<file path="src/usb_dbg_pkg.sv">
// constants, register layout and states of the usb debug port controller
// assumes a 25 MHz core clock and a 32-bit apb register bus
`default_nettype none
package usb_dbg_pkg;
  // clock and times
  localparam int unsigned CLK_MHZ          = 25;
  localparam int unsigned POLL_US          = 125;
  localparam int unsigned SLOT_CYC         = POLL_US * CLK_MHZ;           // longest poll gap, exact product
  localparam int unsigned KA_US            = 1000;                        // keepalive spacing, under 2 ms
  localparam int unsigned KA_CYC           = KA_US * CLK_MHZ;
  localparam int unsigned RESP_NS          = 1600;                        // handshake wait
  localparam int unsigned RESP_CYC         = (RESP_NS * CLK_MHZ) / 1000;
  // fixed debug root port
  localparam int unsigned NUM_PORTS        = 4;
  localparam int unsigned DBG_PORT         = 1;
  // register byte offsets
  localparam logic [7:0]  OFS_CTRL         = 8'h00;
  localparam logic [7:0]  OFS_PIDS         = 8'h04;
  localparam logic [7:0]  OFS_DATA0        = 8'h08;
  localparam logic [7:0]  OFS_DATA1        = 8'h0c;
  localparam logic [7:0]  OFS_ADDR         = 8'h10;
  localparam logic [7:0]  OFS_STAT         = 8'h14;
  // control register fields
  localparam int unsigned CTRL_LEN_LSB     = 0;
  localparam int unsigned CTRL_DIR         = 4;
  localparam int unsigned CTRL_GO          = 5;
  localparam int unsigned CTRL_EXC_LSB     = 7;
  localparam int unsigned CTRL_ERR         = 6;
  localparam int unsigned CTRL_IN_USE      = 10;
  localparam int unsigned CTRL_DONE        = 16;
  localparam int unsigned CTRL_ENABLE      = 28;
  localparam int unsigned CTRL_OWNER       = 30;
  // address register fields
  localparam int unsigned ADDR_EP_LSB      = 0;
  localparam int unsigned ADDR_DEV_LSB     = 8;
  // pid register fields
  localparam int unsigned PID_TOK_LSB      = 0;
  localparam int unsigned PID_SEND_LSB     = 8;
  localparam int unsigned PID_RET_LSB      = 16;
  // values
  localparam logic [2:0]  EXC_NONE         = 3'h0;
  localparam logic [2:0]  EXC_NO_RESP      = 3'h1;
  localparam logic [2:0]  EXC_ABORT        = 3'h2;
  localparam logic [3:0]  MAX_LEN          = 4'h8;
  localparam logic [4:0]  CRC5_INIT        = 5'h1f;
  localparam logic [4:0]  CRC5_POLY        = 5'h14;
  localparam logic [15:0] CRC16_INIT       = 16'hffff;
  localparam logic [15:0] CRC16_POLY       = 16'ha001;
  // transaction states
  typedef enum logic [2:0] {ST_IDLE, ST_TOKEN, ST_DATA, ST_WAIT} dbg_state_t;
endpackage : usb_dbg_pkg
`default_nettype wire

</file>
<file path="src/usb_debug_port_controller.sv">
// usb debug port controller: apb registers, mode select, token/data/handshake sequencing
// assumes port status comes from host controller logic on core_clk and a byte phy behind tx/rx
//
// Functional notes
// debug works only on root port one of the host controller
// debug logic keeps working while the standard driver sees the port disabled
// console is high-speed and attached directly, never through a hub
// every transaction completes; a bad outcome is reported, never stalls
// at most one bus access per microframe for debug transactions
// debug runs only while port not suspended and controller fully on
// debug is interrupted while the port drives a bus reset
// with run/stop at 0, keepalives go out less than 2 ms apart
// a keepalive is a lone 32-bit sync, nothing after it
// with run/stop at 1, sof keeps the console awake, no keepalive
// pending software transactions are polled at least every 125 us
// port reset holds debug off until the first sof after it
// suspend and resume hold debug off until the first sof after them
// debug enable and port enable are separate bits, neither changes the other
// owner or enable low leaves the debug logic idle
// owner, enable set, port off, stopped: sync keepalives and debug traffic
// owner, enable set, port off, running: sof only, no normal traffic
// port on and running: debug interleaves with normal traffic
// port suspended with debug on: no debug traffic at all
// driver never leaves port enabled, stopped and unsuspended
// out transfer starts only if enabled, direction write and go set
// software programs address, endpoint, data, pids, length, direction, then go
// token is sync, token pid, address, endpoint and crc5
// out data packet is sync, send pid, length bytes and crc16
// handshake received: store pid, clear error, set done
// no handshake: exception 001, set error, set done
`default_nettype none
module usb_debug_port_controller #(
  parameter int unsigned KA_CYCLES = usb_dbg_pkg::KA_CYC      // keepalive spacing in cycles
) (
  input  wire logic        core_clk,                        // core clock
  input  wire logic        nrst,                            // async reset, active low
  input  wire logic        psel,                            // apb select
  input  wire logic        penable,                         // apb access phase
  input  wire logic        pwrite,                          // apb direction
  input  wire logic [7:0]  paddr,                           // apb byte address
  input  wire logic [31:0] pwdata,                          // apb write data
  output logic      [31:0] prdata,                          // apb read data
  output logic             pready,                          // apb ready
  output logic             pslverr,                         // apb error, unmapped address
  input  wire logic [3:0]  port_enable,                     // per root port enable bits
  input  wire logic [3:0]  port_suspend,                    // per root port suspended
  input  wire logic [3:0]  port_reset,                      // per root port driving reset
  input  wire logic        run_stop,                        // host controller running
  input  wire logic        power_d0,                        // controller fully on
  input  wire logic        sof_sent,                        // pulse: sof went out
  input  wire logic        tx_ready,                        // phy takes tx byte
  input  wire logic        rx_valid,                        // pulse: first received byte (pid)
  input  wire logic [7:0]  rx_data,                         // received byte
  output logic             tx_valid,                        // byte offered to phy
  output logic      [7:0]  tx_data,                         // byte to phy, sync added by phy
  output logic             tx_last,                         // last byte of packet
  output logic             keepalive_sync,                  // pulse: send a lone sync
  output logic             debug_active,                    // debug traffic allowed now
  output logic             normal_block                     // normal traffic barred on the port
);

  // reflected usb crc steps, lsb first
  function automatic logic [4:0] crc5_calc(input logic [10:0] d);
    logic [4:0] c;
    c = usb_dbg_pkg::CRC5_INIT;
    for (int i = 0; i < 11; i++) begin
      c = (c[0] ^ d[i]) ? ((c >> 1) ^ usb_dbg_pkg::CRC5_POLY) : (c >> 1);
    end
    return ~c;
  endfunction : crc5_calc

  function automatic logic [15:0] crc16_byte(input logic [15:0] ci, input logic [7:0] d);
    logic [15:0] c;
    c = ci;
    for (int i = 0; i < 8; i++) begin
      c = (c[0] ^ d[i]) ? ((c >> 1) ^ usb_dbg_pkg::CRC16_POLY) : (c >> 1);
    end
    return c;
  endfunction : crc16_byte

  usb_dbg_pkg::dbg_state_t st_ff, nxt_st;
  logic        owner_ff, nxt_owner, enable_ff, nxt_enable, go_ff, nxt_go, dir_ff, nxt_dir;
  logic        done_ff, nxt_done, err_ff, nxt_err, hold_ff, nxt_hold, ka_ff, nxt_ka;
  logic [2:0]  exc_ff, nxt_exc;
  logic [3:0]  len_ff, nxt_len, ep_ff, nxt_ep, idx_ff, nxt_idx;
  logic [6:0]  dev_ff, nxt_dev;
  logic [7:0]  tpid_ff, nxt_tpid, spid_ff, nxt_spid, rpid_ff, nxt_rpid;
  logic [63:0] buf_ff, nxt_buf;
  logic [15:0] crc_ff, nxt_crc, slot_ff, nxt_slot;
  logic [31:0] ka_cnt_ff, nxt_ka_cnt, prdata_ff, nxt_prdata;
  logic [7:0]  wait_ff, nxt_wait, txd_ff, nxt_txd;
  logic        txv_ff, nxt_txv, txl_ff, nxt_txl, rdy_ff, nxt_rdy, serr_ff, nxt_serr;
  logic        act_ff, nxt_act, blk_ff, nxt_blk;
  logic        cfg_on, p_en, p_susp, p_rst, may_run, mode1, slot_hit, start, wr, rd, hit, beat;
  logic [4:0]  tok_crc;
  logic [7:0]  cur_byte;

  // port state of the fixed debug port only
  assign p_en     = port_enable[usb_dbg_pkg::DBG_PORT];
  assign p_susp   = port_suspend[usb_dbg_pkg::DBG_PORT];
  assign p_rst    = port_reset[usb_dbg_pkg::DBG_PORT];
  // mode selection; port enable only decides interleaving, never gates debug
  assign cfg_on   = owner_ff & enable_ff;
  assign may_run  = cfg_on & power_d0 & !p_susp & !p_rst & !hold_ff;
  assign mode1    = may_run & !run_stop;
  assign slot_hit = (slot_ff == 16'(usb_dbg_pkg::SLOT_CYC - 1));
  // go polled once per slot: one access per microframe
  assign start    = (st_ff == usb_dbg_pkg::ST_IDLE) & may_run & go_ff & slot_hit & !ka_ff;
  assign beat     = txv_ff & tx_ready;
  assign wr       = psel & penable & rdy_ff & pwrite;
  assign rd       = psel & !penable & !pwrite;
  assign hit      = (paddr <= usb_dbg_pkg::OFS_STAT) & (paddr[1:0] == 2'h0);
  assign tok_crc  = crc5_calc({ep_ff, dev_ff});
  assign cur_byte = buf_ff[{idx_ff[2:0] - 3'h1, 3'h0} +: 8];

  // registers, timers and transaction sequencing
  always_comb begin
    nxt_st = st_ff; nxt_owner = owner_ff; nxt_enable = enable_ff; nxt_go = go_ff;
    nxt_dir = dir_ff; nxt_done = done_ff; nxt_err = err_ff; nxt_exc = exc_ff;
    nxt_len = len_ff; nxt_ep = ep_ff; nxt_dev = dev_ff; nxt_tpid = tpid_ff;
    nxt_spid = spid_ff; nxt_rpid = rpid_ff; nxt_buf = buf_ff; nxt_crc = crc_ff;
    nxt_idx = idx_ff; nxt_wait = wait_ff; nxt_txd = txd_ff; nxt_txv = txv_ff; nxt_txl = txl_ff;
    nxt_ka = 1'b0;
    nxt_slot = slot_hit ? 16'h0000 : slot_ff + 16'h0001;
    nxt_ka_cnt = ka_cnt_ff;
    // hold off from reset or suspend until the next sof; with no sof running, until it ends
    nxt_hold = hold_ff;
    if (p_rst | p_susp) begin
      nxt_hold = cfg_on;
    end else if (sof_sent | !run_stop) begin
      nxt_hold = 1'b0;
    end
    // keepalive only when stopped; any packet restarts the spacing
    if (!mode1 | start | (st_ff != usb_dbg_pkg::ST_IDLE)) begin
      nxt_ka_cnt = 32'h0;
    end else if (ka_cnt_ff == KA_CYCLES - 1) begin
      nxt_ka_cnt = 32'h0;
      nxt_ka = 1'b1;
    end else begin
      nxt_ka_cnt = ka_cnt_ff + 32'h1;
    end
    // apb writes; enable is stored apart from the port enable input
    if (wr) begin
      if (paddr == usb_dbg_pkg::OFS_CTRL) begin
        nxt_owner  = pwdata[usb_dbg_pkg::CTRL_OWNER];
        nxt_enable = pwdata[usb_dbg_pkg::CTRL_ENABLE];
        nxt_len    = pwdata[usb_dbg_pkg::CTRL_LEN_LSB +: 4];
        nxt_dir    = pwdata[usb_dbg_pkg::CTRL_DIR];
        nxt_go     = pwdata[usb_dbg_pkg::CTRL_GO] | go_ff;
        if (pwdata[usb_dbg_pkg::CTRL_DONE]) begin
          nxt_done = 1'b0;                                      // write one clears
        end
      end else if (paddr == usb_dbg_pkg::OFS_PIDS) begin
        nxt_tpid = pwdata[usb_dbg_pkg::PID_TOK_LSB +: 8];
        nxt_spid = pwdata[usb_dbg_pkg::PID_SEND_LSB +: 8];
      end else if (paddr == usb_dbg_pkg::OFS_DATA0) begin
        nxt_buf[31:0] = pwdata;
      end else if (paddr == usb_dbg_pkg::OFS_DATA1) begin
        nxt_buf[63:32] = pwdata;
      end else if (paddr == usb_dbg_pkg::OFS_ADDR) begin
        nxt_ep  = pwdata[usb_dbg_pkg::ADDR_EP_LSB +: 4];
        nxt_dev = pwdata[usb_dbg_pkg::ADDR_DEV_LSB +: 7];
      end
    end
    // transaction sequencing; status set below wins over the software clear above
    case (st_ff)
      usb_dbg_pkg::ST_IDLE: begin
        if (start) begin
          nxt_go  = 1'b0;
          nxt_st  = usb_dbg_pkg::ST_TOKEN;
          nxt_idx = 4'h0;
          nxt_txv = 1'b1;
          nxt_txl = 1'b0;
          nxt_txd = tpid_ff;
          if (len_ff > usb_dbg_pkg::MAX_LEN) begin
            nxt_len = usb_dbg_pkg::MAX_LEN;
          end
        end
      end
      usb_dbg_pkg::ST_TOKEN: begin
        if (beat) begin
          nxt_idx = idx_ff + 4'h1;
          nxt_crc = usb_dbg_pkg::CRC16_INIT;
          if (idx_ff == 4'h0) begin
            nxt_txd = {ep_ff[0], dev_ff};
          end else if (idx_ff == 4'h1) begin
            nxt_txd = {tok_crc, ep_ff[3:1]};
            nxt_txl = 1'b1;
          end else if (dir_ff) begin
            nxt_st  = usb_dbg_pkg::ST_DATA;
            nxt_idx = 4'h0;
            nxt_txd = spid_ff;
            nxt_txl = 1'b0;
          end else begin
            nxt_st   = usb_dbg_pkg::ST_WAIT;
            nxt_txv  = 1'b0;
            nxt_wait = 8'h00;
          end
        end
      end
      usb_dbg_pkg::ST_DATA: begin
        if (beat) begin
          nxt_idx = idx_ff + 4'h1;
          if (idx_ff != 4'h0 && idx_ff <= len_ff) begin
            nxt_crc = crc16_byte(crc_ff, cur_byte);
          end
          if (idx_ff < len_ff) begin
            nxt_txd = buf_ff[{idx_ff[2:0], 3'h0} +: 8];
          end else if (idx_ff == len_ff) begin
            nxt_txd = ~nxt_crc[7:0];
          end else if (idx_ff == len_ff + 4'h1) begin
            nxt_txd = ~crc_ff[15:8];
            nxt_txl = 1'b1;
          end else begin
            nxt_st   = usb_dbg_pkg::ST_WAIT;
            nxt_txv  = 1'b0;
            nxt_txl  = 1'b0;
            nxt_wait = 8'h00;
          end
        end
      end
      usb_dbg_pkg::ST_WAIT: begin
        nxt_wait = wait_ff + 8'h01;
        if (rx_valid) begin
          nxt_rpid = rx_data;
          nxt_err  = 1'b0;
          nxt_exc  = usb_dbg_pkg::EXC_NONE;
          nxt_done = 1'b1;
          nxt_st   = usb_dbg_pkg::ST_IDLE;
        end else if (p_rst | (wait_ff == 8'(usb_dbg_pkg::RESP_CYC - 1))) begin
          nxt_exc  = p_rst ? usb_dbg_pkg::EXC_ABORT : usb_dbg_pkg::EXC_NO_RESP;
          nxt_err  = 1'b1;
          nxt_done = 1'b1;
          nxt_st   = usb_dbg_pkg::ST_IDLE;
        end
      end
      default: begin
        nxt_st = usb_dbg_pkg::ST_IDLE;
      end
    endcase
  end

  always_ff @(posedge core_clk or negedge nrst) begin
    if (!nrst) begin
      st_ff <= usb_dbg_pkg::ST_IDLE; owner_ff <= 1'b0; enable_ff <= 1'b0; go_ff <= 1'b0;
      dir_ff <= 1'b0; done_ff <= 1'b0; err_ff <= 1'b0; exc_ff <= usb_dbg_pkg::EXC_NONE;
      len_ff <= 4'h0; ep_ff <= 4'h0; dev_ff <= 7'h00; tpid_ff <= 8'h00; spid_ff <= 8'h00;
      rpid_ff <= 8'h00; buf_ff <= 64'h0; crc_ff <= usb_dbg_pkg::CRC16_INIT; idx_ff <= 4'h0;
      wait_ff <= 8'h00; txd_ff <= 8'h00; txv_ff <= 1'b0; txl_ff <= 1'b0; hold_ff <= 1'b0;
      ka_ff <= 1'b0; slot_ff <= 16'h0000; ka_cnt_ff <= 32'h0;
    end else begin
      st_ff <= nxt_st; owner_ff <= nxt_owner; enable_ff <= nxt_enable; go_ff <= nxt_go;
      dir_ff <= nxt_dir; done_ff <= nxt_done; err_ff <= nxt_err; exc_ff <= nxt_exc;
      len_ff <= nxt_len; ep_ff <= nxt_ep; dev_ff <= nxt_dev; tpid_ff <= nxt_tpid; spid_ff <= nxt_spid;
      rpid_ff <= nxt_rpid; buf_ff <= nxt_buf; crc_ff <= nxt_crc; idx_ff <= nxt_idx;
      wait_ff <= nxt_wait; txd_ff <= nxt_txd; txv_ff <= nxt_txv; txl_ff <= nxt_txl; hold_ff <= nxt_hold;
      ka_ff <= nxt_ka; slot_ff <= nxt_slot; ka_cnt_ff <= nxt_ka_cnt;
    end
  end

  // apb answer: ready one cycle into the access phase, read data captured in setup
  always_comb begin
    nxt_rdy    = psel & penable & !rdy_ff;
    nxt_serr   = psel & penable & !rdy_ff & !hit;
    nxt_prdata = prdata_ff;
    if (rd) begin
      nxt_prdata = 32'h0;
      if (paddr == usb_dbg_pkg::OFS_CTRL) begin
        nxt_prdata[usb_dbg_pkg::CTRL_LEN_LSB +: 4] = len_ff;
        nxt_prdata[usb_dbg_pkg::CTRL_DIR]          = dir_ff;
        nxt_prdata[usb_dbg_pkg::CTRL_GO]           = go_ff;
        nxt_prdata[usb_dbg_pkg::CTRL_ERR]          = err_ff;
        nxt_prdata[usb_dbg_pkg::CTRL_EXC_LSB +: 3] = exc_ff;
        nxt_prdata[usb_dbg_pkg::CTRL_IN_USE]       = (st_ff != usb_dbg_pkg::ST_IDLE);
        nxt_prdata[usb_dbg_pkg::CTRL_DONE]         = done_ff;
        nxt_prdata[usb_dbg_pkg::CTRL_ENABLE]       = enable_ff;
        nxt_prdata[usb_dbg_pkg::CTRL_OWNER]        = owner_ff;
      end else if (paddr == usb_dbg_pkg::OFS_PIDS) begin
        nxt_prdata[23:0] = {rpid_ff, spid_ff, tpid_ff};
      end else if (paddr == usb_dbg_pkg::OFS_DATA0) begin
        nxt_prdata = buf_ff[31:0];
      end else if (paddr == usb_dbg_pkg::OFS_DATA1) begin
        nxt_prdata = buf_ff[63:32];
      end else if (paddr == usb_dbg_pkg::OFS_ADDR) begin
        nxt_prdata[14:0] = {dev_ff, 4'h0, ep_ff};
      end else if (paddr == usb_dbg_pkg::OFS_STAT) begin
        nxt_prdata[3:0] = {hold_ff, may_run & run_stop, mode1, may_run};
      end
    end
    // port-level indications
    nxt_act = may_run;
    nxt_blk = cfg_on & !p_en;
  end

  always_ff @(posedge core_clk or negedge nrst) begin
    if (!nrst) begin
      rdy_ff <= 1'b0; serr_ff <= 1'b0; prdata_ff <= 32'h0; act_ff <= 1'b0; blk_ff <= 1'b0;
    end else begin
      rdy_ff <= nxt_rdy; serr_ff <= nxt_serr; prdata_ff <= nxt_prdata; act_ff <= nxt_act; blk_ff <= nxt_blk;
    end
  end

  // outputs straight from flip-flops
  assign prdata         = prdata_ff;
  assign pready         = rdy_ff;
  assign pslverr        = serr_ff;
  assign tx_valid       = txv_ff;
  assign tx_data        = txd_ff;
  assign tx_last        = txl_ff;
  assign keepalive_sync = ka_ff;
  assign debug_active   = act_ff;
  assign normal_block   = blk_ff;

  // checks
  property p_one_slot;
    @(posedge core_clk) disable iff (!nrst) start |-> slot_hit && !$past(start);
  endproperty
  a_one_slot: assert property (p_one_slot) else $error("start outside slot");
  property p_ka_stopped;
    @(posedge core_clk) disable iff (!nrst) ka_ff |-> !$past(run_stop) && $past(st_ff) == usb_dbg_pkg::ST_IDLE;
  endproperty
  a_ka_stopped: assert property (p_ka_stopped) else $error("keepalive while running");
  property p_ka_due;
    @(posedge core_clk) disable iff (!nrst)
      (mode1 && !start && st_ff == usb_dbg_pkg::ST_IDLE && ka_cnt_ff == KA_CYCLES - 1) |=> ka_ff && !txv_ff;
  endproperty
  a_ka_due: assert property (p_ka_due) else $error("keepalive missed");
  property p_idle_off;
    @(posedge core_clk) disable iff (!nrst)
      (!cfg_on && st_ff == usb_dbg_pkg::ST_IDLE) |=> st_ff == usb_dbg_pkg::ST_IDLE && !ka_ff;
  endproperty
  a_idle_off: assert property (p_idle_off) else $error("activity while off");
  property p_no_hs;
    @(posedge core_clk) disable iff (!nrst)
      (st_ff == usb_dbg_pkg::ST_WAIT && !rx_valid && !p_rst && wait_ff == 8'(usb_dbg_pkg::RESP_CYC - 1))
      |=> done_ff && err_ff && exc_ff == usb_dbg_pkg::EXC_NO_RESP && st_ff == usb_dbg_pkg::ST_IDLE;
  endproperty
  a_no_hs: assert property (p_no_hs) else $error("timeout status wrong");
  property p_hs;
    @(posedge core_clk) disable iff (!nrst) (st_ff == usb_dbg_pkg::ST_WAIT && rx_valid)
      |=> done_ff && !err_ff && rpid_ff == $past(rx_data);
  endproperty
  a_hs: assert property (p_hs) else $error("handshake status wrong");
  property p_hold;
    @(posedge core_clk) disable iff (!nrst) (hold_ff || p_susp || p_rst || !power_d0) |-> !start;
  endproperty
  a_hold: assert property (p_hold) else $error("start during hold off");
  property p_token;
    @(posedge core_clk) disable iff (!nrst) start |=> txv_ff && txd_ff == tpid_ff && !txl_ff && !go_ff;
  endproperty
  a_token: assert property (p_token) else $error("token pid not first");
  property p_finish;
    @(posedge core_clk) disable iff (!nrst)
      $rose(st_ff == usb_dbg_pkg::ST_WAIT) |-> ##[1:64] (done_ff && st_ff == usb_dbg_pkg::ST_IDLE);
  endproperty
  a_finish: assert property (p_finish) else $error("transaction never finished");
  c_ka:   cover property (@(posedge core_clk) disable iff (!nrst) ka_ff);
  c_ok:   cover property (@(posedge core_clk) disable iff (!nrst) $rose(done_ff) && !err_ff);
  c_err:  cover property (@(posedge core_clk) disable iff (!nrst) $rose(done_ff) && err_ff);
  c_hold: cover property (@(posedge core_clk) disable iff (!nrst) $fell(hold_ff) && $past(sof_sent));

endmodule : usb_debug_port_controller
`default_nettype wire

</file>
<file path="config.mk">
export PLATFORM = sky130hd
export DESIGN_NAME = usb_debug_port_controller
export DESIGN_NICKNAME = d
export VERILOG_FILES = /design/src/usb_dbg_pkg.sv /design/src/usb_debug_port_controller.sv
export SDC_FILE = /design/constraint.sdc
export NUM_CORES = 1
export LEC_CHECK = 0
export ABC_AREA = 1
export BUFFER_PORTS_ARGS = -buffer_cell sky130_fd_sc_hd__buf_2
export CAP_MARGIN = 0
export CORE_MARGIN = 4
export CORE_UTILIZATION = 55
export DETAILED_ROUTE_END_ITERATION = 8
export MAX_ROUTING_LAYER = met4
export PLACE_DENSITY = 0.75
export SLEW_MARGIN = 20
export SYNTH_ARGS = -nofsm -noshare
export SYNTH_HDL_FRONTEND = slang
export SYNTH_SLANG_ARGS = --single-unit
</file>
<file path="constraint.sdc">
create_clock -name core_clk -period 7.9 [get_ports core_clk]
set_clock_uncertainty 0.2 [all_clocks]
set_input_delay 0.79 -clock core_clk [delete_from_list [all_inputs] [get_ports core_clk]]
set_output_delay 0.79 -clock core_clk [all_outputs]
set_load 0.01 [all_outputs]
</file>
==> results of run 1 <==
==> flip-flops by register name, indices dropped and copies added, names as in the netlist, 7 cells and up <==
name	cells
tpid_ff	8
prdata	32
crc_ff	16
ka_cnt_ff	32
tx_data	8
buf_ff	64
slot_ff	16
spid_ff	8
dev_ff	7
rpid_ff	8
wait_ff	8
==> how the worst min path moves through the flow <==
| stage | start | to | slack (ps) | cells after the start |
|---|---|---|---|---|
| 2_1_floorplan | slot_ff[0] | slot_ff[0] | 230 | 1 |
| 3_3_place_gp | slot_ff[0] | slot_ff[0] | 250 | 1 |
| 3_5_place_dp | slot_ff[0] | slot_ff[0] | 250 | 1 |
| 4_1_cts | nrst | buf_ff[33] | 150 | 1 |
| 5_1_grt | nrst | prdata[1] | 210 | 1 |
| 6_report | nrst | prdata[3] | 70 | 1 |
==> area by class of cell <==
| type | instances | area, um2 | area share (%) |
|---|---|---|---|
| multi-input combinational | 1124 | 6060 | 41.3 |
| sequential | 237 | 5950 | 40.5 |
| inverter | 213 | 802 | 5.46 |
| clock buffer | 34 | 732 | 4.99 |
| timing repair buffer | 114 | 598 | 4.07 |
| tap | 319 | 399 | 2.72 |
| clock inverter | 11 | 136 | 0.929 |
==> cells in the final DEF (no fill, tap or decap), types with 18 or more instances in the layout <==
| cell type | n |
|---|---|
| xnor2_1 | 18 |
| dfrtp_1 | 220 |
| inv_1 | 195 |
| xor2_1 | 23 |
| o21ai_0 | 207 |
| nand3_1 | 67 |
| nand2_1 | 314 |
| clkbuf_16 | 27 |
| buf_2 | 106 |
| nor2_1 | 124 |
| a21oi_1 | 104 |
| nor3_1 | 32 |
==> cells by family after synthesis <==
kind of cell             count (synthesis)
multiplexers                             9
AO/OA/AOI/OAI                          430
AND/OR/NAND/NOR                        626
adder cells (fa/ha/maj)                 17
XOR/XNOR                                42
flip-flops                             237
buffers and inverters                  279
==> synthesized netlist by cell type (6+ instances only) <==
master     number
nand2_1       317
dfrtp_1       221
o21ai_0       207
inv_1         195
nor2_1        125
a21oi_1       104
nand3_1        67
clkbuf_1       47
nor3_1         32
xor2_1         23
xnor2_1        18
ha_1           17
o22ai_1        17
a221oi_1       16
dfstp_2        16
nand2_2        16
o211ai_1       15
inv_2          12
nand4_1        11
nor4_1         11
o21ai_1        11
buf_2          10
nand3_2        10
o2111ai_1      10
mux2_2          8
o31ai_1         8
a211oi_1        7
o21a_1          7
a31oi_1         6
==> where the power goes <==
part / internal [mW] / switching [mW]
clock: 0.746 / 0.492
combinational: 0.0220 / 0.0580
sequential: 1.22 / 0.00455
total: 1.99 / 0.555
==> layer usage <==
layer	GRT usage [%]	vias up	share of wire [%]
li1	-	5642	-
met3	4.77	106	8.8
met1	39.0	5633	41
met4	10.8	0	4.4
met5	-	-	0
met2	44.9	529	46
==> per-stage QoR <==
step | hold slack [ps] | power (mW) | worst slack [ps] | instances | util, %
after floorplan | 232 | 1.27 | 4190 | 1640 | -
after global placement | 247 | 1.33 | 2950 | 2007 | 58.8
after detailed placement | 254 | 1.33 | 2900 | 2007 | 58.8
after CTS | 149 | 2.56 | 2900 | 2052 | 62.5
final | 73.6 | 2.54 | 2780 | 2052 | 62.6
after global routing | 207 | 2.62 | 2290 | 2052 | 62.6
==> impl_metrics.ini, run 1 <==
[sta]
slew_viol_final = 0
slew_headroom_pct = 35.9
timing.fmax_ghz = 0.195
setup_viol = 0
worst-slew-pin-transition_ps = 958
hold_viol = 0
timing.final.crit_share_pct = 64.8
rsz0062_at_grt = false
post-route-min-period_ps = 5120
finalSetupTns_ps = 0

[worst_setup_path]
crit_path_max_fanout = 98
cp_num_cells = 26
critPathBufInv = 4
crit_end = tx_data[0]
crit_arrival_ps = 5340
crit_type = flop to flop
critical-path-top-delay-family = simple AND/OR/NAND/NOR gates
cp-end-kind = flop
crit_path_start_kind = flop
path_common_cell = nand2_1
reg2reg_depth = 26
crit_required_ps = 8120
critPathSlowestCell = ha_1
ff2ff_setup_slack_ps = 2780
r2r-end = tx_data[0]
critPathLaunch = idx_ff[0]
crit_path_max_incr_delay_ps = 900
timing.rr.start = idx_ff[0]

[grt]
overflow = 0
grt_pass1_vias = 11400
track_usage_pct = 29.0
antenna_found_initial = 0
grt_max_degree = 107
grt_first_pass_wirelength_mm = 59.8

[power_and_ir_drop]
power.density_nw_per_um2 = 173
power.ir.vdd_worst_mv = 0.131
p_leak_nw = 6.83

[synth]
synthMuxAreaShare_pct = 0.765
avgSynthCellArea_um2 = 7.98
synth_fa_ha_area_share_pct = 1.63
synth_top_family_by_area = simple AND/OR/NAND/NOR gates
syn_area_um2 = 13100
yosys_warnings = 0
synthSimpleGateAreaFrac_pct = 22.1
ys_seq_elements = 237
synth_largest_area_cell = dfrtp_1
synthCells = 1640
synth_edf_count = 0
synth-async-reset-ratio_pct = 100
syn_nets = 1727
synth_top_area_share_pct = 42.3
synth_top_flop_cell = dfrtp_1
synth-seq-area-share_pct = 45.5
synthTopCellsByArea = dfrtp_1 42%, nand2_1 9.1%, o21ai_0 7.9%, inv_1 5.6%, a21oi_1 4.0%
synthXorXnorAreaFrac_pct = 2.87
ys_types = 65
synth_compound_area_share_pct = 18.8

[clocking]
cts.sinks = 237
cts_resized = 0
cts_hold_buf = 0
cts_buffers = 26
cts_tree = yes
clkTransAtPathRegs_ps = 60
clock_latency_ps = 540
htreeDepth = 1
root_buffer = clkbuf_16
post_cts_buffers = 0
cts.path.max_buffers = 3

[floorplanning]
core_um2 = 23500
die_w_um = 162
die-area_um2 = 26300
die-height_um = 162
row_count = 56
io_pins = 117
initial_core_util_pct = 55.8

[detailed_routing]
ant_nets = 0
first_iter_violations = 1261
routed_via_density = 5.80
wl_mm = 37.0
routedWlPerCell_um = 18.0
vias = 11900
firstDrtPassIters = 6
drcViolationCount = 0

[placed_design]
dpl-instance-area_um2 = 13800
gp_congestion = 1.01
io_buffers = 107
dp_hpwl_mm = 26.4

[worst_hold_path]
hold_class = input pin to asynchronous set/reset pin

[run_status]
status = finished clean

[job]
drv_cap = 0

[layout]
fin_nets = 1803
final_layout_size_suffix_gt1_share_pct = 14.9
area_growth_pct = 12.2
stdcell_area_um2 = 14700
fillers = 2048
n_antenna_cell = 0
(Power assumes the default switching activity.)
==> run 2, diff against run 1 <==
PLACE_DENSITY = 0.78   (was 0.75)
clock period = 4.3 ns   (was 7.9 ns; I/O delays follow)
==> impl_metrics.ini, run 2 (synthesis results as in run 1) <==
[clocking]
clock_latency_ps = 560
cts_resized = 0
cts_buffers = 27
cts_tree = yes
cts.path.max_buffers = 3
cts.sinks = 237
root_buffer = clkbuf_16
htreeDepth = 1
clkTransAtPathRegs_ps = 60

[layout]
regMostFlops = buf_ff
fin_nets = 1864
final_cell_mix = 314 x nand2_1, 220 x dfrtp_1, 207 x o21ai_0, 195 x inv_1, 124 x nor2_1
final_layout_size_suffix_gt1_share_pct = 15.6
fillers = 1933
area_growth_pct = 16.6
layout_commonest_cell = nand2_1
largest_register_ffs = 64

[worst_setup_path]
timing.rr.start = idx_ff[1]
path_common_cell = nand2_1
cp-end-kind = flop
crit_path_max_incr_delay_ps = 570
critical-path-top-delay-family = simple AND/OR/NAND/NOR gates
reg2reg_depth = 28
crit_arrival_ps = 3910
crit_path_start_kind = flop
crit_path_max_fanout = 12
ff2ff_setup_slack_ps = 620
r2r-end = tx_data[0]
crit_required_ps = 4530
critPathSlowestCell = dfrtp_1
crit_type = flop to flop
critPathBufInv = 2

[placed_design]
io_buffers = 107
dp_hpwl_mm = 27.1
gp_congestion = 1.01
pre_cts_slack_ps = 679

[sta]
timing.fmax_ghz = 0.272
hold_viol = 0
rsz0062_at_grt = false
slew_viol_final = 0
worst_slack_ps = 619
setup_viol = 0
finalSetupTns_ps = 0
worst-slew-pin-transition_ps = 862
slew_headroom_pct = 42.5
post-route-min-period_ps = 3680
timing.final.crit_share_pct = 85.6

[grt]
overflow = 0
track_usage_pct = 29.8
grt_first_pass_wirelength_mm = 61.1
antenna_found_initial = 1
grt_max_degree = 111
grt_pass1_vias = 11600

[detailed_routing]
ant_nets = 0
wl_mm = 38.1
first_iter_violations = 1314
routedWlPerCell_um = 18.0
routed_via_density = 5.73
firstDrtPassIters = 5
vias = 12100
drcViolationCount = 0

[run_status]
status = finished clean

[worst_hold_path]
min_from = pwdata[16]
hold_class = input pin to flop
worstHoldPathCells = 3
min_to = buf_ff[16]

[power_and_ir_drop]
power.density_nw_per_um2 = 310
power.ir.vdd_worst_mv = 0.279
p_leak_nw = 7.07

[floorplanning]
die-area_um2 = 26300
die-height_um = 162
core_um2 = 23500
io_pins = 117
initial_core_util_pct = 55.8
row_count = 56
die_w_um = 162

[job]
drv_cap = 0
run 2: where the power goes:
part / leakage, nW / total (mW) / switching, mW / internal, mW
Clock: 0.438 / 2.31 / 0.954 / 1.36
Sequential: 3.20 / 2.25 / 0.0112 / 2.24
Combinational: 3.43 / 0.176 / 0.112 / 0.0644
Total: 7.07 / 4.74 / 1.08 / 3.66
run 2: final cells by class:
cell class	instances	area [um2]	share of cell area, %
well taps	319	399	2.62
clock buffers	38	757	4.96
inverters	213	802	5.26
diodes	1	2.50	0.0164
flip-flops and latches	237	5950	39.0
multi-input cells	1124	6050	39.7
clock inverters	11	134	0.877
repair buffers	174	1160	7.61
run 2: worst max path at each step:
stage | startpoint | to | slack, ps | depth (start not counted)
after detailed placement | idx_ff[1] | tx_data[0] | 680 | 28
final | idx_ff[1] | tx_data[0] | 620 | 28
after global routing | idx_ff[1] | tx_data[0] | 280 | 27
after CTS | idx_ff[1] | tx_data[0] | 650 | 28
after floorplan | idx_ff[0] | tx_data[0] | 590 | 29
after global placement | idx_ff[1] | tx_data[0] | 730 | 28
run 2: repair_timing:
action / 4_1_cts / 5_1_grt
buffers inserted: 0 / 0
setup endpoints to repair: 0 / 0
endpoints found under the hold margin: 151 / 0
hold buffers: 40 / 0
run 2: through the flow:
step | instance area, um2 | util [%] | hold slack, ps | std cells | power [mW]
after floorplan | 13100 | - | -65.6 | 1640 | 2.33
after CTS | 15300 | 65.0 | 4.33 | 2116 | 4.76
after detailed placement | 14000 | 59.5 | 254 | 2027 | 2.44
after global routing | 15300 | 65.0 | 28.5 | 2117 | 4.88
final | 15300 | 65.0 | 10.4 | 2117 | 4.74
after global placement | 14000 | 59.5 | 247 | 2027 | 2.44
run 2: per-layer routing:
layer	wire, um	share of wire (%)	track usage, %
met2	17400	46	45.8
met1	15600	41	39.6
met3	3240	8.5	5.56
met5	0	0	-
met4	1800	4.7	11.5
run 2: tightest hold or removal path, cell delays in order:
cell	delay, ps
buf_2	90
inv_1	70
o21ai_0	150
